==> config.mk <==
export PLATFORM = sky130hd
export DESIGN_NAME = ir_rx_core
export DESIGN_NICKNAME = d
export VERILOG_FILES = /design/src/hdl/ir_rx_pkg.sv /design/src/hdl/ir_pulse_timer.sv /design/src/hdl/ir_rx_core.sv
export SDC_FILE = /design/constraint.sdc
export NUM_CORES = 1
export LEC_CHECK = 0
export BUFFER_PORTS_ARGS = -buffer_cell sky130_fd_sc_hd__buf_2
export CORE_UTILIZATION = 56
export DETAILED_ROUTE_END_ITERATION = 12
export PLACE_DENSITY = 0.77
export SYNTH_ARGS = -nofsm -noshare
export SYNTH_HDL_FRONTEND = slang
export SYNTH_SLANG_ARGS = --single-unit
==> constraint.sdc <==
create_clock -name clk_in -period 3.45 [get_ports clk_in]
set_clock_uncertainty 0.15 [all_clocks]
set_input_delay 0.1725 -clock clk_in [delete_from_list [all_inputs] [get_ports clk_in]]
set_output_delay 0.1725 -clock clk_in [all_outputs]
set_load 0.005 [all_outputs]
==> src/hdl/ir_rx_pkg.sv <==
package ir_rx_pkg;
    // register byte addresses
    localparam logic [15:0] ADDR_CTRL = 16'hfec7;
    localparam logic [15:0] ADDR_EVT = 16'hfec8;
    localparam logic [15:0] ADDR_SFT = 16'hfec9;
    localparam logic [15:0] ADDR_RDT = 16'hfeca;
    localparam logic [15:0] ADDR_CTPR = 16'hfecb;
    localparam logic [15:0] ADDR_GPW = 16'hfecc;
    localparam logic [15:0] ADDR_D0W = 16'hfecd;
    localparam logic [15:0] ADDR_D1W = 16'hfece;
    localparam logic [15:0] ADDR_XHW = 16'hfecf;
    // control register fields
    localparam int CTRL_RUN = 7;
    localparam int CTRL_FMT = 4;
    localparam int CTRL_DINV = 3;
    // bit counter / prescale register fields
    localparam int CTPR_GPRE = 6;
    localparam int CTPR_DPRE = 4;
    localparam int CTPR_HOLD = 3;
    // high bits register: load direction
    localparam int XHW_DIR = 7;
    // reset values
    localparam logic [7:0] RST_BYTE = 8'h00;
    localparam logic [2:0] RST_BCT = 3'h0;
    localparam logic [1:0] RST_PRE = 2'h0;
    // counter limits and the subclock select code
    localparam logic [2:0] BCT_LAST = 3'h7;
    localparam logic [1:0] NOISE_LAST = 2'h3;
    localparam logic [5:0] WIDTH_MAX = 6'h3f;
    localparam logic [2:0] CK_SUB = 3'h6;

    // receive formats; codes 5..7 are not allowed
    typedef enum logic [2:0] {
        FMT_A = 3'h0,
        FMT_B = 3'h1,
        FMT_C = 3'h2,
        FMT_D = 3'h3,
        FMT_E = 3'h4
    } fmt_t;

    // five bit width window, upper and lower limit
    typedef struct packed {
        logic [4:0] hi;
        logic [4:0] lo;
    } limit_t;

    // base clock divide in cycles per tick
    function automatic logic [6:0] base_div(input logic [2:0] sel);
        case (sel)
            3'h0: base_div = 7'h04;
            3'h1: base_div = 7'h08;
            3'h2: base_div = 7'h10;
            3'h3: base_div = 7'h20;
            3'h4: base_div = 7'h40;
            3'h5: base_div = 7'h00;
            default: base_div = 7'h01;
        endcase
    endfunction

    // prescale count; short table for manchester formats
    function automatic logic [5:0] pre_count(input logic [1:0] sel,
                                             input logic short_tbl);
        pre_count = short_tbl ? (6'h02 << sel) : (6'h04 << sel);
    endfunction

    // width lies in window: at least lo+1, below hi+1
    function automatic logic in_range(input logic [5:0] w,
                                      input limit_t lim);
        in_range = (w > {1'b0, lim.lo}) && (w <= {1'b0, lim.hi});
    endfunction
endpackage

==> src/hdl/ir_pulse_timer.sv <==
`timescale 1ns/1ps
module ir_pulse_timer (
    // clock and reset
    input wire logic clk_in,
    input wire logic nrst_in,
    // setup
    input wire logic [2:0] ck_sel_in,
    input wire logic sub_tick_in,
    input wire logic [1:0] pre_sel_in,
    input wire logic short_pre_in,
    input wire logic restart_in,
    // results
    output logic base_tick_out,
    output logic [5:0] width_out
);
    import ir_rx_pkg::*;

    logic [6:0] div_cnt_ff; // base clock divider
    logic [4:0] pre_cnt_ff; // prescaler
    logic [5:0] width_ff; // saturating pulse width
    logic [6:0] div_last;
    logic [4:0] pre_last;
    logic pre_tick;

    // 128 wraps to zero in seven bits, so the last count is 127
    assign div_last = base_div(ck_sel_in) - 7'h01;
    assign pre_last = 5'(pre_count(pre_sel_in, short_pre_in) - 6'h01);
    // subclock ticks come from the synchronised pin edge
    assign base_tick_out = (ck_sel_in == CK_SUB) ? sub_tick_in :
                           (div_cnt_ff >= div_last);
    assign pre_tick = base_tick_out && (pre_cnt_ff >= pre_last);
    assign width_out = width_ff;

    // divider free runs except under the subclock select, which holds it at zero; >= keeps a select change from stalling it
    always_ff @(posedge clk_in or negedge nrst_in) begin
        if (!nrst_in) begin
            div_cnt_ff <= 7'h00;
        end else if (base_tick_out || ck_sel_in == CK_SUB) begin
            div_cnt_ff <= 7'h00;
        end else begin
            div_cnt_ff <= div_cnt_ff + 7'h01;
        end
    end

    // prescaler and width counter restart at each measured edge
    always_ff @(posedge clk_in or negedge nrst_in) begin
        if (!nrst_in) begin
            pre_cnt_ff <= 5'h00;
            width_ff <= 6'h00;
        end else if (restart_in) begin
            pre_cnt_ff <= 5'h00;
            width_ff <= 6'h00;
        end else if (pre_tick) begin
            pre_cnt_ff <= 5'h00;
            // saturate so a long gap never looks short again
            if (width_ff != WIDTH_MAX) begin
                width_ff <= width_ff + 6'h01;
            end
        end else if (base_tick_out) begin
            pre_cnt_ff <= pre_cnt_ff + 5'h01;
        end
    end
endmodule // ir_pulse_timer

==> src/hdl/ir_rx_core.sv <==
`timescale 1ns/1ps
// Function
// (RL1) data error flag set on bad pulse
// (RL2) event flags cleared only by software
// (RL3) enabled flag raises interrupt and hold release
// (RL4) full flag set on shift-to-data transfer
// (RL5) end flag set on end condition
// (RL6) guide flag never set in formats 2,3
// (RL7) bits shift in per direction bit
// (RL8) shift register cleared in four cases
// (RL9) data register unreset, changes only on transfer
// (RL10) software reads after end or full flag
// (RL11) 3-bit counter counts decoded bits
// (RL12) bit counter cleared on stop, guide, start
// (RL13) low four bits of counter register read-only
// (RL14) end of frame sets suspend, ignores input
// (RL15) shift register read lifts suspend
// (RL16) stopping clears the suspend flag
// (RL17) formats 0-2 prescale 4,8,16,32
// (RL18) formats 3,4 prescale 2,4,8,16
// (RL19) formats 2,3 ignore guide setup
// (RL20) guide register: upper nibble high, lower low
// (RL21) zero register: high and low limits
// (RL22) one register: high and low limits
// (RL23) run bit starts and stops receiver
// (RL24) format field selects five formats
// (RL25) direction 0 lsb first, 1 msb first
// (RL26) limits five bits with high-bit register
// (RL27) interrupt is a level while flags set
module ir_rx_core (
    // clock and reset
    input wire logic clk_in,
    input wire logic nrst_in,
    // register port
    input wire logic [15:0] addr_in,
    input wire logic [7:0] wdata_in,
    input wire logic wr_in,
    input wire logic rd_in,
    output logic [7:0] rdata_out,
    // pins
    input wire logic ir_pin_in,
    input wire logic sub_clk_in,
    // events
    output logic irq_out,
    output logic hold_release_out
);
    import ir_rx_pkg::*;

    // receiver states
    typedef enum logic [3:0] {
        ST_IDLE = 4'b0001,
        ST_GUIDE = 4'b0010,
        ST_DATA = 4'b0100,
        ST_HOLD = 4'b1000
    } rx_state_t;

    // software setup
    logic run_ff; // receiver run bit
    logic [2:0] fmt_ff; // format select field
    logic dinv_ff; // input polarity
    logic [2:0] cksel_ff; // base clock select
    logic [3:0] evt_en_ff; // enables: guide, error, full, end
    logic [3:0] flag_ff; // flags in the same order
    logic [1:0] gpre_ff; // guide prescale select
    logic [1:0] dpre_ff; // data prescale select
    logic [7:0] gpw_ff; // guide width register
    logic [7:0] d0w_ff; // zero width register
    logic [7:0] d1w_ff; // one width register
    logic dir_ff; // load direction bit
    logic [5:0] xhi_ff; // fifth bits of the six limits
    // receive datapath
    logic [7:0] sft_ff; // receive shift register
    logic [7:0] rdt_ff; // receive data register
    logic rdt_loaded_ff; // set by the first transfer
    logic [2:0] bct_ff; // received bit counter
    rx_state_t state_ff;
    rx_state_t nxt_state;
    logic [7:0] rdata_ff;
    // input conditioning
    logic pin_meta_ff, pin_sync_ff;
    logic sub_meta_ff, sub_sync_ff, sub_last_ff;
    logic [1:0] flt_cnt_ff; // noise filter agreement count
    logic level_ff; // filtered, polarity corrected level
    logic level_last_ff;

    // decode wires
    logic wr_ctrl, wr_evt, wr_ctpr, rd_sft;
    logic guide_less, short_pre, in_hold;
    logic rise, fall, start_edge, meas_edge;
    logic base_tick, sub_tick, sample;
    logic [5:0] width;
    logic [1:0] pre_sel;
    logic restart;
    limit_t g_lim, d0_lim, d1_lim;
    logic guide_ok, bit_evt, bit_val, bad_bit, end_evt;
    logic clr_rx, xfer;
    logic [7:0] shifted;
    logic [3:0] set_vec;
    logic [3:0] nxt_flag;
    logic [7:0] rd_mux;

    // strobe decode
    assign wr_ctrl = wr_in && (addr_in == ADDR_CTRL);
    assign wr_evt = wr_in && (addr_in == ADDR_EVT);
    assign wr_ctpr = wr_in && (addr_in == ADDR_CTPR);
    assign rd_sft = rd_in && (addr_in == ADDR_SFT);

    // format classes
    assign guide_less = (fmt_ff == FMT_C) || (fmt_ff == FMT_D); // [RL24]
    assign short_pre = (fmt_ff == FMT_D) || (fmt_ff == FMT_E); // [RL18]
    assign in_hold = (state_ff == ST_HOLD);

    // five bit limits: fifth bit from the high-bits register
    assign g_lim = {xhi_ff[1], gpw_ff[7:4], xhi_ff[0], gpw_ff[3:0]}; // [RL20] [RL26]
    assign d0_lim = {xhi_ff[3], d0w_ff[7:4], xhi_ff[2], d0w_ff[3:0]}; // [RL21] [RL26]
    assign d1_lim = {xhi_ff[5], d1w_ff[7:4], xhi_ff[4], d1w_ff[3:0]}; // [RL22] [RL26]

    // pin synchronisers; the first stage is never looked at
    always_ff @(posedge clk_in or negedge nrst_in) begin
        if (!nrst_in) begin
            pin_meta_ff <= 1'b0;
            pin_sync_ff <= 1'b0;
            sub_meta_ff <= 1'b0;
            sub_sync_ff <= 1'b0;
            sub_last_ff <= 1'b0;
        end else begin
            pin_meta_ff <= ir_pin_in;
            pin_sync_ff <= pin_meta_ff;
            sub_meta_ff <= sub_clk_in;
            sub_sync_ff <= sub_meta_ff;
            sub_last_ff <= sub_sync_ff;
        end
    end

    assign sub_tick = sub_sync_ff && !sub_last_ff;
    assign sample = pin_sync_ff ^ dinv_ff;

    // noise filter: a new level must hold for four base ticks
    always_ff @(posedge clk_in or negedge nrst_in) begin
        if (!nrst_in) begin
            flt_cnt_ff <= 2'h0;
            level_ff <= 1'b0;
        end else if (!run_ff || sample == level_ff) begin
            flt_cnt_ff <= 2'h0;
        end else if (base_tick) begin
            flt_cnt_ff <= flt_cnt_ff + 2'h1;
            if (flt_cnt_ff == NOISE_LAST) begin
                level_ff <= sample;
            end
        end
    end

    // edge detect on the filtered level
    always_ff @(posedge clk_in or negedge nrst_in) begin
        if (!nrst_in) begin
            level_last_ff <= 1'b0;
        end else begin
            level_last_ff <= level_ff;
        end
    end

    assign rise = level_ff && !level_last_ff;
    assign fall = !level_ff && level_last_ff;
    assign start_edge = rise;
    // format A measures the guide high time and data fall to fall
    assign meas_edge = (fmt_ff == FMT_A) ? fall : rise;

    // guide setup ignored in guide-less formats
    assign pre_sel = (state_ff == ST_GUIDE) ? gpre_ff : dpre_ff; // [RL19]
    assign restart = (nxt_state != state_ff) || meas_edge;

    // width timer with base divider and prescaler
    ir_pulse_timer u_timer (
        .clk_in(clk_in),
        .nrst_in(nrst_in),
        .ck_sel_in(cksel_ff),
        .sub_tick_in(sub_tick),
        .pre_sel_in(pre_sel), // [RL17] [RL18]
        .short_pre_in(short_pre),
        .restart_in(restart),
        .base_tick_out(base_tick),
        .width_out(width)
    );

    // pulse classification
    assign guide_ok = (state_ff == ST_GUIDE) && meas_edge
                      && in_range(width, g_lim);
    assign bit_evt = (state_ff == ST_DATA) && meas_edge
                     && (in_range(width, d0_lim) || in_range(width, d1_lim));
    assign bit_val = in_range(width, d1_lim);
    assign bad_bit = (state_ff == ST_DATA) && meas_edge && !bit_evt; // [RL1]
    // no edge past the upper one limit ends the frame
    assign end_evt = (state_ff == ST_DATA) && !meas_edge
                     && (width > {1'b0, d1_lim.hi}); // [RL5]

    // shift register clear on guide or first edge, and transfer
    assign clr_rx = guide_ok
                    || (state_ff == ST_IDLE && guide_less && start_edge);
    assign xfer = bit_evt && (bct_ff == BCT_LAST);
    assign shifted = dir_ff ? {sft_ff[6:0], bit_val} :
                     {bit_val, sft_ff[7:1]}; // [RL7] [RL25]

    // next state
    always_comb begin
        nxt_state = state_ff;
        case (state_ff)
            ST_IDLE: begin
                if (start_edge) begin
                    nxt_state = guide_less ? ST_DATA : ST_GUIDE;
                end
            end
            ST_GUIDE: begin
                // a failed guide just waits for the next one
                if (meas_edge) begin
                    nxt_state = guide_ok ? ST_DATA : ST_IDLE;
                end
            end
            ST_DATA: begin
                if (bad_bit) begin
                    nxt_state = ST_IDLE;
                end else if (end_evt) begin
                    nxt_state = ST_HOLD; // [RL14]
                end
            end
            ST_HOLD: begin
                // input ignored until the shift register is read
                if (rd_sft) begin
                    nxt_state = ST_IDLE; // [RL15]
                end
            end
            default: nxt_state = ST_IDLE;
        endcase
        if (!run_ff) begin
            nxt_state = ST_IDLE; // [RL16] [RL23]
        end
    end

    // state register; the hold state is the suspend flag
    always_ff @(posedge clk_in or negedge nrst_in) begin
        if (!nrst_in) begin
            state_ff <= ST_IDLE;
        end else begin
            state_ff <= nxt_state;
        end
    end

    // event sets; guide flag only in formats with a guide
    assign set_vec = {guide_ok && !guide_less, bad_bit, xfer, end_evt}; // [RL6]
    // a set in the clearing cycle wins over the write
    assign nxt_flag = (wr_evt ? {wdata_in[7], wdata_in[5],
                       wdata_in[3], wdata_in[1]} : flag_ff)
                      | set_vec; // [RL2] [RL4]

    // event flags and enables
    always_ff @(posedge clk_in or negedge nrst_in) begin
        if (!nrst_in) begin
            flag_ff <= 4'h0;
            evt_en_ff <= 4'h0;
        end else begin
            flag_ff <= nxt_flag; // [RL1] [RL5]
            if (wr_evt) begin
                evt_en_ff <= {wdata_in[6], wdata_in[4],
                              wdata_in[2], wdata_in[0]};
            end
        end
    end

    // one shared level request while any enabled flag is set
    assign irq_out = |(flag_ff & evt_en_ff); // [RL3] [RL27]
    assign hold_release_out = |(flag_ff & evt_en_ff); // [RL3]

    // shift register and bit counter
    always_ff @(posedge clk_in or negedge nrst_in) begin
        if (!nrst_in) begin
            sft_ff <= RST_BYTE;
            bct_ff <= RST_BCT;
        end else if (!run_ff || clr_rx) begin
            sft_ff <= RST_BYTE; // [RL8]
            bct_ff <= RST_BCT; // [RL12]
        end else if (bit_evt) begin
            // counter wraps to zero as the byte moves on
            sft_ff <= xfer ? RST_BYTE : shifted; // [RL8]
            bct_ff <= bct_ff + 3'h1; // [RL11]
        end
    end

    // data register has no reset; loaded only by a full byte
    always_ff @(posedge clk_in) begin
        if (xfer) begin
            rdt_ff <= shifted; // [RL9] [RL4]
        end
    end

    // stability of the data register means nothing until it is loaded
    always_ff @(posedge clk_in or negedge nrst_in) begin
        if (!nrst_in) begin
            rdt_loaded_ff <= 1'b0;
        end else if (xfer) begin
            rdt_loaded_ff <= 1'b1;
        end
    end

    // control, prescale and width setup
    always_ff @(posedge clk_in or negedge nrst_in) begin
        if (!nrst_in) begin
            run_ff <= 1'b0;
            fmt_ff <= 3'h0;
            dinv_ff <= 1'b0;
            cksel_ff <= 3'h0;
            gpre_ff <= RST_PRE;
            dpre_ff <= RST_PRE;
            gpw_ff <= RST_BYTE;
            d0w_ff <= RST_BYTE;
            d1w_ff <= RST_BYTE;
            dir_ff <= 1'b0;
            xhi_ff <= 6'h00;
        end else if (wr_in) begin
            if (wr_ctrl) begin
                run_ff <= wdata_in[CTRL_RUN]; // [RL23]
                fmt_ff <= wdata_in[CTRL_FMT +: 3];
                dinv_ff <= wdata_in[CTRL_DINV];
                cksel_ff <= wdata_in[2:0];
            end
            // only the prescale selects take writes here
            if (wr_ctpr) begin
                gpre_ff <= wdata_in[CTPR_GPRE +: 2]; // [RL13]
                dpre_ff <= wdata_in[CTPR_DPRE +: 2];
            end
            if (addr_in == ADDR_GPW) begin
                gpw_ff <= wdata_in;
            end
            if (addr_in == ADDR_D0W) begin
                d0w_ff <= wdata_in;
            end
            if (addr_in == ADDR_D1W) begin
                d1w_ff <= wdata_in;
            end
            if (addr_in == ADDR_XHW) begin
                dir_ff <= wdata_in[XHW_DIR];
                xhi_ff <= wdata_in[5:0];
            end
        end
    end

    // read selection; unmapped addresses read zero
    always_comb begin
        case (addr_in)
            ADDR_CTRL: rd_mux = {run_ff, fmt_ff, dinv_ff, cksel_ff};
            ADDR_EVT: rd_mux = {flag_ff[3], evt_en_ff[3], flag_ff[2],
                                evt_en_ff[2], flag_ff[1], evt_en_ff[1],
                                flag_ff[0], evt_en_ff[0]};
            ADDR_SFT: rd_mux = sft_ff;
            ADDR_RDT: rd_mux = rdt_ff;
            ADDR_CTPR: rd_mux = {gpre_ff, dpre_ff, in_hold, bct_ff};
            ADDR_GPW: rd_mux = gpw_ff;
            ADDR_D0W: rd_mux = d0w_ff;
            ADDR_D1W: rd_mux = d1w_ff;
            ADDR_XHW: rd_mux = {dir_ff, 1'b0, xhi_ff};
            default: rd_mux = RST_BYTE;
        endcase
    end

    // read data valid only in the cycle after the strobe
    always_ff @(posedge clk_in or negedge nrst_in) begin
        if (!nrst_in) begin
            rdata_ff <= RST_BYTE;
        end else begin
            rdata_ff <= rd_in ? rd_mux : RST_BYTE;
        end
    end

    assign rdata_out = rdata_ff;

    // error flag stays up until a write to the event register
    chk_err_flag_sticky: assert property ( // [RL1] [RL2]
        @(posedge clk_in) disable iff (!nrst_in)
        flag_ff[2] && !wr_evt |=> flag_ff[2])
        else $error("error flag dropped without a write");

    // set beats a clearing write in the same cycle
    chk_flag_set_wins: assert property ( // [RL2]
        @(posedge clk_in) disable iff (!nrst_in)
        wr_evt && bad_bit |=> flag_ff[2])
        else $error("error flag lost to a clearing write");

    // enabled full flag keeps both request outputs high
    chk_irq_level: assert property ( // [RL3] [RL27]
        @(posedge clk_in) disable iff (!nrst_in)
        xfer && evt_en_ff[1] && !wr_evt |=> irq_out && hold_release_out)
        else $error("interrupt missing after enabled transfer");

    // transfer sets full flag and loads the data register
    chk_full_on_xfer: assert property ( // [RL4] [RL9]
        @(posedge clk_in) disable iff (!nrst_in)
        xfer |=> flag_ff[1] && rdt_ff == $past(shifted) && sft_ff == 8'h00)
        else $error("transfer did not load data and set full");

    // end of frame sets end flag and suspends
    chk_end_suspends: assert property ( // [RL5] [RL14]
        @(posedge clk_in) disable iff (!nrst_in)
        end_evt && run_ff |=> flag_ff[0] && in_hold ##1 in_hold || !run_ff
        || $past(rd_sft))
        else $error("end of frame did not suspend");

    // no guide flag set in guide-less formats
    chk_no_guide_flag: assert property ( // [RL6]
        @(posedge clk_in) disable iff (!nrst_in)
        guide_less && !flag_ff[3] && !wr_evt |=> !flag_ff[3])
        else $error("guide flag set without a guide");

    // data register holds between transfers
    chk_rdt_stable: assert property ( // [RL9]
        @(posedge clk_in) disable iff (!nrst_in)
        rdt_loaded_ff && !xfer |=> $stable(rdt_ff))
        else $error("data register changed without transfer");

    // bit counter advances by one on each decoded bit
    chk_bct_count: assert property ( // [RL11]
        @(posedge clk_in) disable iff (!nrst_in)
        bit_evt && run_ff |=> bct_ff == $past(bct_ff) + 3'h1)
        else $error("bit counter did not advance");

    // stopping clears shift register, counter and suspend
    chk_stop_clears: assert property ( // [RL8] [RL12] [RL16]
        @(posedge clk_in) disable iff (!nrst_in)
        !run_ff |=> sft_ff == 8'h00 && bct_ff == 3'h0 && !in_hold)
        else $error("stop left receive state behind");

    // a write cannot change the counter bits
    chk_ro_counter: assert property ( // [RL13]
        @(posedge clk_in) disable iff (!nrst_in)
        wr_ctpr && !bit_evt && !clr_rx && run_ff |=> $stable(bct_ff))
        else $error("counter bits changed by a write");

    // reading the shift register lifts the suspension
    chk_read_resumes: assert property ( // [RL15]
        @(posedge clk_in) disable iff (!nrst_in)
        in_hold && rd_sft |=> state_ff == ST_IDLE)
        else $error("suspension not lifted by read");
endmodule // ir_rx_core

# == After elaboration in Yosys (flattened, before gate mapping) ==
# Index checks and enable logic that the tools add are counted.
# Widths: inputs -> output; s select.
# op_classes
add_sub_neg,7
magnitude_cmp,9
n_eq_ne,27
shifts,2
mux,32
bitwise,4
reduce_logical,53
# ops
operator,count
$eq 16x16->1 const B,9
$pmux 8 s9,1
$pmux 7 s6,1
$mux 8,5
$mux 4,7
$gt 6x5->1,4
$logic_and 1x1->1,22
$mux 5,4
$le 6x5->1,3
$mux 6,3
$pmux 4 s4,1
$eq 3x3->1 const B,5
$reduce_and 2->1,7
$eq 3x2->1 const B,4
$mux 3,4
$logic_or 1x1->1,8
$reduce_bool 2->1,4
$add 7x1->7 const B,1
$ge 7x7->1,1
$logic_not 1->1,7
$mux 7,1
$sub 7x1->7 const B,1
$add 6x1->6 const B,1
$logic_not 3->1,2
other kinds (25),28
# totals
register_bits,109
input_bits,30
output_inout_bits,10
word_cells,163

# == Longest topological paths before layout ==
# Gate-level depths: netlist of run 1.
# logic_depth
word_depth,14
ltp_mapped,15
mapped_depth_nobuf,14

# == Hierarchy ==
# From an unflattened synthesis of run 1, not the netlist that was laid out.
# hier_totals
cells_unflattened,637
hier_area_um2,6703.9
# by_module_without_submodules
module,n_inst,cells_each,area_per_inst_um2,seq_area_each_um2
ir_rx_core,1,488,5350.1,2318.5
ir_pulse_timer,1,149,1353.8,450.4

# == Least setup slack after synthesis of run 1 ==
# No wires, ideal clock.
# synth_timing
kind,register to register
start,reg state_ff[3]
end,"reg u_timer.width_ff[3], in the netlist u_timer.width_out[3]"
t_arrival_ps,3559
slack_ps,-336
path_stages_with_launch,16
path_buffers,1
synth_period_minus_slack_ps,3786
cell_sequence,dfrtp_1 > buf_2 > nor4b_1 > mux2_2 > inv_1 > ha_1 > nand2_1 > ha_1 > xor2_1 > ha_1 > nand2_1 > o21ai_0 > a21o_1 > nand2_1 > or4_1 > a21oi_1
# synth_via
elab_chain_len,12
# synth_rtl
item,line,text
start: declaration,ir_rx_core.sv:76,rx_state_t state_ff;
start signal: assignment,ir_rx_core.sv:243,state_ff <= nxt_state;
branches (longest 12 deep; another with $sub 5x1->5),n/a,
end signal: assignment,ir_pulse_timer.sv:57,width_ff <= width_ff + 6'h01;
end: declaration,ir_pulse_timer.sv:20,logic [5:0] width_ff;
# Several ways; the timed one is not identified.
# A chain may end at the register's enable or synchronous reset.

# == Worst setup path after layout of run 1 ==
# layout_timing
start,reg state_ff[3]
end,reg u_timer.pre_cnt_ff[4]
# layout_via
elab_chain_len,11
# layout_rtl
item,line,text
branches (longest 11 deep; another with $sub 5x1->5),n/a,
end signal: assignment,ir_pulse_timer.sv:60,pre_cnt_ff <= pre_cnt_ff + 5'h01;
end: declaration,ir_pulse_timer.sv:19,logic [4:0] pre_cnt_ff;
# Several ways; the timed one is not identified.

==> metrics.md, run 1 <==
| Metric | Value |
|---|---|
| Adder and majority gate portion of the synthesized area | `9.63%` |
| Critical register-to-register path endpoint | `u_timer.pre_cnt_ff[4]` |
| Final design instance area without fill | `0.00739 sq mm` |
| Final setup viols | `2` |
| Detailed-router iteration count before antenna repair | `5` |
| Commonest non-fill, non-tap cell in the layout | `dfrtp_1` |
| Area growth syn-to-layout | `13.8%` |
| Clock latency reported for the late side of the worst-skew pair | `0.36 ns` |
| Number of enable-type register cells in the synthesized netlist | `8` |
| Seq cells post-synth | `109` |
| Wire length of the first global-routing pass | `26,400 um` |
| Power per Cell Area | `517 mW/mm^2` |
| Critical path startpoint | `state_ff[3]` |
| Placed cell areas | `0.00692 sq mm` |
| Library cell contributing the largest single delay on the critical path | `or4_1` |
| Worst setup EP type | `register` |
| Total number of vias | `5,121` |
| Worst EP required | `3.59 ns` |
| Terminating pin of the worst hold path | `d1w_ff[2]` |
| Max-cap viol count | `0` |
| HP Start | `wdata_in[2]` |
| GRT Residual Overflow | `0` |
| CTS tree | `yes` |
| Nature of the critical path startpoint | `register` |
| Clock-pin slew on the worst setup and hold paths | `0.08 ns` |
| Most used flip-flop cell after synthesis | `dfrtp_1` |
| Worst Hold Depth | `2` |
| Arr. time, crit path | `3.60 ns` |
| Warning count from the yosys run | `0` |
| Chip Width | `110 um` |
| Headroom to the max-slew limit | `40.4%` |
| 1st-iter DRT viols | `468` |
| Tightest hold margin | `0.0110 ns` |
| Mean Syn Cell Area | `10.8 sq um` |
| Overall die height | `110 um` |
| Failing checks | `setup timing` |
| IR drop worst, VDD | `385 uV` |
| Placeable Area | `0.0111 sq mm` |
| Syn Nets | `683` |
| Crit path max-delay family | `simple AND/OR/NAND/NOR gates` |
| Worst-path maximum fanout | `5` |
| Setup repair after global routing missed its margin | `yes` |
| Hold Violations, Final | `0` |
| Commonest cells after routing, fill and taps aside | `dfrtp_1, mux2_2, ha_1` |
| Setup Total Neg Slack | `-0.0178 ns` |
| Mapped cell area | `0.00649 sq mm` |
| DIE AREA | `0.0120 sq mm` |
| Std-Cell Rows | `38` |
| Worst reg-to-reg setup slack | `-0.01 ns` |
| Synth cell types | `70` |
| Count of buffer and inverter cells on the critical path | `2` |
| Post-synth ARST share | `92.7%` |
| Cells along the critical path | `nor4b_4 -> buf_4 -> mux2i_4 -> buf_6 -> nand2_4 -> ha_4 -> xor2_1 -> ha_1 -> a21oi_1 -> o21ai_2 -> a21o_1 -> or4_1 -> a21oi_2` |
| RR Startpoint | `state_ff[3]` |
| DR DRC count | `0` |
| Global Route Usage Sum | `29.8%` |
| Count of input and output buffers | `39` |
| Worst R2R Path Depth | `13` |
| Gp weighted congestion | `0.947` |
| Cell leakage power | `3.27 nW` |
| Initial antenna violation count | `0` |
| Dominant combinational cell family by area after synthesis | `simple AND/OR/NAND/NOR gates` |
| TritonCTS Buffers | `9` |
| Post-layout util | `66.7%` |
| Vias in the first global route | `5,116` |
| Maximum number of pins on one net before global-route repair | `59` |
| Sequential cell area fraction in the yosys report | `42.6%` |
| Post-synthesis cell count | `603` |
| Final HPWL DP | `12,100 um` |
| Number of sinks handled by clock tree synthesis | `109` |
| Critical path class | `reg -> reg` |
| Status | `complete, but fails checks` |
| Clock Tree Buf Depth | `2` |
| Complex-gate fraction of the synthesized area | `15.5%` |
| Fin. max-slew vios | `0` |
| Number of nets in the finished design | `741` |
| Share of layout cells above drive strength 1 | `25.7%` |
| Via density per instance | `6.35` |
| Average wire per standard cell | `20.5 um` |
| Proportion of synthesized area in mux cells | `10.8%` |
| Cell at the root of the clock tree | `clkbuf_16` |
| Effective utilization at floorplan | `58.6%` |
| Ant. Diodes | `0` |
| Final worst path period share | `100%` |
| Remaining antenna violation count | `0` |
| Post-synthesis share of cell area spent on xor and xnor gates | `1.35%` |
| Deepest level of the CTS H-tree | `3` |
| Hold Crit Class | `in -> reg` |
| Wire length after detailed routing | `16,600 um` |
| Clock period minus final worst setup slack | `3.46 ns` |
| Num ports | `40` |
| Simple-Gate Fraction of Synth Area | `16.5%` |
| Final worst setup slack | `-0.00995 ns` |
| Upper clock frequency limit | `289 MHz` |
| Least-Margin Pin Slew | `0.894 ns` |
| Worst stage delay on the critical path | `0.53 ns` |
## synthesized netlist by cell type (6+ instances only)
cell	n	area, sq um
dfrtp_1	100	2500
nand3_1	24	120
a31oi_1	11	68.8
mux2i_1	8	80.1
nand2b_1	6	37.5
and3_1	8	50.1
nand2_1	39	146
o21ba_2	6	60.1
o21ai_0	24	120
nor3_1	13	65.1
or4_1	6	45.0
a21oi_1	26	130
buf_2	10	50.1
mux2_2	55	619
edfxtp_1	8	240
a222oi_1	6	60.1
nor2_1	21	78.8
nor2b_1	16	100
and4b_1	6	60.1
a22oi_1	16	120
inv_1	35	131
ha_1	50	626
## cells by family after synthesis
kind of cell / count (synthesis)
AND/OR/NAND/NOR: 177
AO/OA/AOI/OAI: 141
flip-flops: 109
multiplexers: 63
buffers and inverters: 53
adder cells (fa/ha/maj): 50
XOR/XNOR: 10
## state kept, by name, summed over array words and instances (netlist names), 3 cells and up
register and count:
sft_ff 8, u_timer.pre_cnt_ff 5, rdata_out 8, xhi_ff 6, bct_ff 3, state_ff 4, d0w_ff 8, rdt_ff 8
gpw_ff 8, cksel_ff 3, flag_ff 4, u_timer.width_out 6, fmt_ff 3, evt_en_ff 4, d1w_ff 8, u_timer.div_cnt_ff 7
## worst max-delay path by stage
stage,slack (ns),to,depth (start not counted)
CTS,-0.01,u_timer.pre_cnt_ff[4],13
global route,-0.16,u_timer.width_out[2],14
global placement,0.07,u_timer.width_out[3],14
finish,-0.01,u_timer.pre_cnt_ff[4],13
detailed placement,-0.04,u_timer.width_out[3],14
floorplan,0.003,u_timer.width_out[3],15
## metal layers
metal | up-vias | share of wire, % | GRT usage, %
li1 | 2376 | - | -
met1 | 2555 | 42 | 37.3
met2 | 160 | 51 | 51.2
met3 | 30 | 4.9 | 6.28
met4 | 0 | 2.2 | 10.0
met5 | - | 0 | 0
## metrics by stage
stage	setup slack [ns]	cells	power (mW)
6_report	-0.00995	806	3.82
5_1_grt	-0.158	806	4.03
4_1_cts	-0.0108	803	3.76
3_5_place_dp	-0.0361	781	2.74
3_3_place_gp	0.0674	781	2.67
2_1_floorplan	0.00346	603	2.34
## layout make-up
type	count	area, sq um
clock buffer	10	239
clock inverter	6	46.3
fill	871	3690
inverter	36	135
multi-input combinational	441	3610
sequential	109	2770
tap	140	175
timing repair buffer	64	417
## what timing repair did
item                                   4_1_cts  5_1_grt
pin swaps                                    4       11
resized for setup                            2       18
setup endpoints to repair                    3       10
hold buffers                                 6        0
buffers inserted                             0        3
endpoints found under the hold margin       68        0
## where the power goes
part	internal, mW	switching, mW
Clock	0.515	0.496
Sequential	1.36	0.110
Combinational	0.516	0.828
Total	2.39	1.43
Power figures use the tool's default switching activity.
==> run 2: changes to the inputs <==
Settings changed: SKIP_CTS_REPAIR_TIMING from default to 1.
==> run 2 against run 1 <==
  * The run ends with hold timing, setup timing left
  * Critical path type unchanged
  * Sequential cell count unchanged
  * Total power grew 0.95%
  * Cell count fell by 0.12%
  * Largest cell class unchanged
  * Wire length barely moved
  * Non-clock buffer count is 1 lower
  * Sequential power hardly changed
  * Die area unchanged
  * Maximum frequency fell by 0.78%
  * Hold slack worse by 0.021 ns
  * Setup slack worse by 0.027 ns
  * Sequential share of layout area is essentially flat
  * Critical endpoint is now u_timer.width_out[2]
==> metrics.md, run 2 (synthesis results as in run 1) <==
| Metric | Value |
|---|---|
| Cell leakage power | `3.27 nW (about the same)` |
| Final worst path period share | `101% (+0.79 points)` |
| Final setup viols | `1 (-1)` |
| Deepest level of the CTS H-tree | `3 (unchanged)` |
| Met2 track utilization from global routing | `50.9% (-0.31 points)` |
| Clock latency reported for the late side of the worst-skew pair | `0.36 ns (about the same)` |
| Effective utilization at floorplan | `58.6% (unchanged)` |
| Hold Crit Class | `in -> reg` |
| Detailed-router iteration count before antenna repair | `4 (-1)` |
| Headroom to the max-slew limit | `40.5% (+0.080 points)` |
| Number of nets in the finished design | `740 (-0.13%)` |
| DP Cell Count | `781 (unchanged)` |
| Clock Tree Buf Depth | `2 (unchanged)` |
| Via density per instance | `6.38 (+0.42%)` |
| Arr. time, crit path | `3.63 ns (+0.03 ns)` |
| Gp weighted congestion | `0.947 (unchanged)` |
| Remaining antenna violation count | `0 (unchanged)` |
| Critical path class | `reg -> reg` |
| Global Route Usage Sum | `29.6% (-0.19 points)` |
| DR DRC count | `0 (unchanged)` |
| Nature of the critical path startpoint | `register` |
| Setup repair after global routing missed its margin | `yes` |
| Worst setup EP type | `register` |
| Average wire per standard cell | `20.6 um (+0.17%)` |
| Max-cap viol count | `0 (unchanged)` |
| Final HPWL DP | `12,100 um (unchanged)` |
| Num ports | `40 (unchanged)` |
| Least-Margin Pin Slew | `0.893 ns (-0.00121 ns)` |
| Wire length after detailed routing | `16,600 um (about the same)` |
| Cell Count, Final, Fillers Out | `805 (-0.12%)` |
| Cell at the root of the clock tree | `clkbuf_16` |
| GR peak layer | `met2` |
| Tightest hold margin | `-0.00972 ns (-0.0207 ns)` |
| Worst-path maximum fanout | `5 (unchanged)` |
| Maximum number of pins on one net before global-route repair | `59 (unchanged)` |
| Filler Cells Inserted | `875 (+0.46%)` |
| Chip Width | `110 um (unchanged)` |
| Ant. Diodes | `0 (unchanged)` |
| Final worst setup slack | `-0.0372 ns (-0.0273 ns)` |
| Upper clock frequency limit | `287 MHz (-0.78%)` |
| Count of input and output buffers | `39 (unchanged)` |
| Area growth syn-to-layout | `13.8% (about the same)` |
| Clock-pin slew on the worst setup and hold paths | `0.08 ns (about the same)` |
| GRT Residual Overflow | `0 (unchanged)` |
| Commonest cells after routing, fill and taps aside | `dfrtp_1, mux2_2, ha_1` |
| Vias in the first global route | `5,066 (-0.98%)` |
| Commonest non-fill, non-tap cell in the layout | `dfrtp_1` |
| Hold Violations, Final | `2 (+2)` |
| Wire length of the first global-routing pass | `26,200 um (-0.78%)` |
| 1st-iter DRT viols | `508 (+8.5%)` |
| Met1 Usage GRT | `37.2% (-0.14 points)` |
| Post-layout util | `66.7% (about the same)` |
| Fin. max-slew vios | `0 (unchanged)` |
| TritonCTS Buffers | `9 (unchanged)` |
| DIE AREA | `0.0120 sq mm (unchanged)` |
| Overall die height | `110 um (unchanged)` |
| Initial antenna violation count | `0 (unchanged)` |
| Total number of vias | `5,136 (+0.29%)` |
| IR drop worst, VDD | `402 uV (+4.3%)` |
| Number of sinks handled by clock tree synthesis | `109 (unchanged)` |
| Power per Cell Area | `522 mW/mm^2 (+0.93%)` |
| Std-Cell Rows | `38 (unchanged)` |
| CTS tree | `yes` |
| Met3 layer usage reported by global route | `6.16% (-0.12 points)` |
| Status | `complete, but fails checks` |
| Placeable Area | `0.0111 sq mm (unchanged)` |
| Clock period minus final worst setup slack | `3.49 ns (+0.0273 ns)` |
| Worst EP required | `3.59 ns (about the same)` |
| Share of layout cells above drive strength 1 | `26.5% (+0.79 points)` |
| Failing checks | `hold timing, setup timing` |
-- run 2: cell types whose count changed in the layout (fill, tap and decap cells not counted), moves of 2 or more --
cell and change:
dlygate4sd3_1 -2, o21ai_1 +3, a21oi_2 +2, a21oi_1 -2
o21ai_0 -3
-- run 2: through the flow --
| stage | setup WS (ns) | power (mW) | cell area, sq um | TNS [ns] |
|---|---|---|---|---|
| 2_1_floorplan | 0.00346 | 2.34 | 6520 | 0 |
| 3_3_place_gp | 0.0674 | 2.67 | 6920 | 0 |
| 3_5_place_dp | -0.0361 | 2.74 | 6920 | -0.0539 |
| 4_1_cts | -0.0391 | 3.75 | 7210 | -0.0812 |
| 5_1_grt | -0.198 | 4.07 | 7390 | -0.881 |
| 6_report | -0.0372 | 3.86 | 7390 | -0.0372 |
-- run 2: path summary, 6_finish.rpt --
path | startpoint | to | slack, ns | cells after the start
setup / recovery | state_ff[2] | u_timer.width_out[2] | -0.04 | 14
hold / removal | wdata_in[1] | xhi_ff[1] | -0.01 | 2
setup reg to reg | state_ff[2] | u_timer.width_out[2] | -0.04 | 14
hold reg to reg | sub_meta_ff | sub_sync_ff | 0.21 | 0
max in group asynchronous | nrst_in | state_ff[0] | 2.11 | 3
min in group asynchronous | nrst_in | rdata_out[1] | 0.28 | 2
-- run 2: worst max-delay path, cell delays in order, from the launching register on --
cell and delay (ns):
dfrtp_1 0.41, nor4b_4 0.38, buf_4 0.21, mux2i_4 0.22, buf_6 0.15, nand2_4 0.06, ha_4 0.16, xor2_1 0.15
ha_1 0.32, nand2_1 0.07, o21ai_2 0.16, a21o_1 0.21, nand2_2 0.11, or4_4 0.53, a21oi_2 0.12
-- run 2: per-layer routing --
layer  wire length (um)  up-vias
met5                  0        -
met4                330        0
met3                746       24
met2               8500      158
met1               7000     2577
li1                   -     2377
-- run 2: layout make-up --
type | instances | area (sq um) | share of cell area [%]
Sequential cell | 109 | 2770 | 37.5
Inverter | 36 | 135 | 1.83
Clock inverter | 6 | 46.3 | 0.626
Tap cell | 140 | 175 | 2.37
Multi-Input combinational cell | 441 | 3620 | 49.0
Clock buffer | 10 | 239 | 3.23
Timing Repair Buffer | 63 | 404 | 5.47
-- run 2: power by group --
part	total [mW]	internal (mW)	switching, mW
sequential	1.47	1.36	0.110
combinational	1.38	0.540	0.841
clock	1.01	0.515	0.494
total	3.86	2.41	1.45
==> run 3: changes to the inputs <==
Settings changed: PLACE_DENSITY 0.77 to 0.89.
==> run 3 against run 2 <==
  * The flow still finishes with violations (hold timing, setup timing)
  * Sequential power about the same
  * Hold slack improved by 0.0020 ns
  * Via count is 5.0% higher
  * Global-route usage is 1.1 points higher
  * Count of clock-buffer cells in the layout unchanged
  * Critical path depth is 1 lower
  * Total power increased by 2.3%
  * Largest cell class unchanged
  * Critical endpoint unchanged
  * Setup slack improved by 0.033 ns
  * Wire length up 4.9%
==> metrics.md, run 3 (synthesis results as in run 1) <==
| Metric | Value |
|---|---|
| Clock period minus final worst setup slack | `3.45 ns (-0.0326 ns)` |
| Number of sinks handled by clock tree synthesis | `109 (unchanged)` |
| Ant. Diodes | `0 (unchanged)` |
| Upper clock frequency limit | `289 MHz (+0.94%)` |
| Post-layout util | `66.4% (-0.35 points)` |
| Number of nets in the finished design | `738 (-0.27%)` |
| DIE AREA | `0.0120 sq mm (unchanged)` |
| Overall die height | `110 um (unchanged)` |
| Worst setup EP type | `register` |
| Nature of the critical path startpoint | `register` |
| Effective utilization at floorplan | `58.6% (unchanged)` |
| Failing checks | `hold timing, setup timing` |
| Cell at the root of the clock tree | `clkbuf_16` |
| Pre-CTS worst setup slack | `-0.0751 ns (-0.0390 ns)` |
| Critical path class | `reg -> reg` |
| Fin. max-slew vios | `0 (unchanged)` |
| Num ports | `40 (unchanged)` |
| Gp weighted congestion | `0.943 (-0.51%)` |
| Initial antenna violation count | `0 (unchanged)` |
| Vias in the first global route | `5,534 (+9.2%)` |
| Setup repair after global routing missed its margin | `yes` |
| Wire length of the first global-routing pass | `27,500 um (+5.1%)` |
| Final design instance area without fill | `0.00735 sq mm (-0.52%)` |
| Worst-path maximum fanout | `5 (unchanged)` |
| Tightest hold margin | `-0.00774 ns (+0.00198 ns)` |
| Share of layout cells above drive strength 1 | `26.1% (-0.37 points)` |
| Placeable Area | `0.0111 sq mm (unchanged)` |
| DR DRC count | `0 (unchanged)` |
| Clock Tree Buf Depth | `2 (unchanged)` |
| Maximum number of pins on one net before global-route repair | `61 (+3.4%)` |
| 1st-iter DRT viols | `529 (+4.1%)` |
| Total power draw | `3.95 mW (+2.3%)` |
| Global Route Usage Sum | `30.7% (+1.1 points)` |
| Clock latency reported for the late side of the worst-skew pair | `0.37 ns (about the same)` |
| TritonCTS Buffers | `9 (unchanged)` |
| Commonest non-fill, non-tap cell in the layout | `dfrtp_1` |
| Detailed-router iteration count before antenna repair | `8 (+4)` |
| Least-Margin Pin Slew | `0.881 ns (-0.0123 ns)` |
| Average wire per standard cell | `21.6 um (+5.2%)` |
| Worst EP required | `3.59 ns (about the same)` |
| DP Cell Count | `779 (-0.26%)` |
| Final worst path period share | `100% (-0.94 points)` |
| Hold Crit Class | `in -> reg` |
| Hold Violations, Final | `3 (+1)` |
| Max-cap viol count | `0 (unchanged)` |
| Std-Cell Rows | `38 (unchanged)` |
| GRT Residual Overflow | `0 (unchanged)` |
| Final worst setup slack | `-0.00464 ns (+0.0326 ns)` |
| Total number of vias | `5,393 (+5.0%)` |
| Power per Cell Area | `537 mW/mm^2 (+2.8%)` |
| IR drop worst, VDD | `441 uV (+9.7%)` |
| Final setup viols | `1 (unchanged)` |
| Area growth syn-to-layout | `13.2%` |
| Count of input and output buffers | `39 (unchanged)` |
| Clock-pin slew on the worst setup and hold paths | `0.07 ns (about the same)` |
| Final HPWL DP | `12,400 um (+2.5%)` |
| Deepest level of the CTS H-tree | `3 (unchanged)` |
| Headroom to the max-slew limit | `41.3% (+0.82 points)` |
| Wire length after detailed routing | `17,400 um (+4.9%)` |
| Cell Count, Final, Fillers Out | `803 (-0.25%)` |
| Commonest cells after routing, fill and taps aside | `dfrtp_1, mux2_2, ha_1` |
| Setup Total Neg Slack | `-0.00464 ns (+0.0326 ns)` |
| Cell leakage power | `3.27 nW (-0.19%)` |
| Placed cell areas | `0.00690 sq mm (-0.40%)` |
| Via density per instance | `6.72 (+5.3%)` |
| CTS tree | `yes` |
| Chip Width | `110 um (unchanged)` |
| Status | `complete, but fails checks` |
| Remaining antenna violation count | `0 (unchanged)` |
| Arr. time, crit path | `3.60 ns (-0.03 ns)` |
==> run 3: final cells by class <==
| class | instances | area [sq um] |
|---|---|---|
| flip-flops and latches | 109 | 2770 |
| inverters | 36 | 135 |
| repair buffers | 61 | 377 |
| fillers | 807 | 3720 |
| multi-input cells | 441 | 3590 |
| clock buffers | 10 | 239 |
| clock inverters | 6 | 68.8 |
| well taps | 140 | 175 |
==> run 3: where the power goes <==
part	switching (mW)	total, mW	internal, mW
clock	0.507	1.10	0.590
sequential	0.111	1.47	1.36
combinational	0.854	1.38	0.525
==> run 3: path summary, 6_finish.rpt <==
check | from | end | slack [ns] | cells after the start
worst max-delay path | state_ff[0] | u_timer.width_out[2] | -0.005 | 13
worst min-delay path | wdata_in[1] | d1w_ff[1] | -0.008 | 2
worst max register to register | state_ff[0] | u_timer.width_out[2] | -0.005 | 13
worst min register to register | sub_meta_ff | sub_sync_ff | 0.20 | 0
max in group asynchronous | nrst_in | sft_ff[0] | 2.08 | 3
min in group asynchronous | nrst_in | u_timer.div_cnt_ff[4] | 0.26 | 2
==> run 3: metal layers <==
| layer | up-vias | track usage, % | share of wire, % |
|---|---|---|---|
| met5 | - | 0 | 0 |
| met4 | 0 | 15.3 | 4.9 |
| met3 | 84 | 7.29 | 7.9 |
| met2 | 273 | 51.8 | 50 |
| met1 | 2662 | 36.7 | 37 |
| li1 | 2374 | - | - |
==> run 3: worst max-delay path, cell delays in order, from the launching register on <==
cell and delay [ns]:
dfstp_2 0.40, nor4b_4 0.35, buf_4 0.20, mux2i_4 0.31
buf_6 0.15, mux2i_2 0.21, xor2_1 0.10, ha_1 0.32
nand2_1 0.07, o21ai_2 0.16, a21o_1 0.23, nand2_2 0.12
or4_4 0.49, a21oi_2 0.12
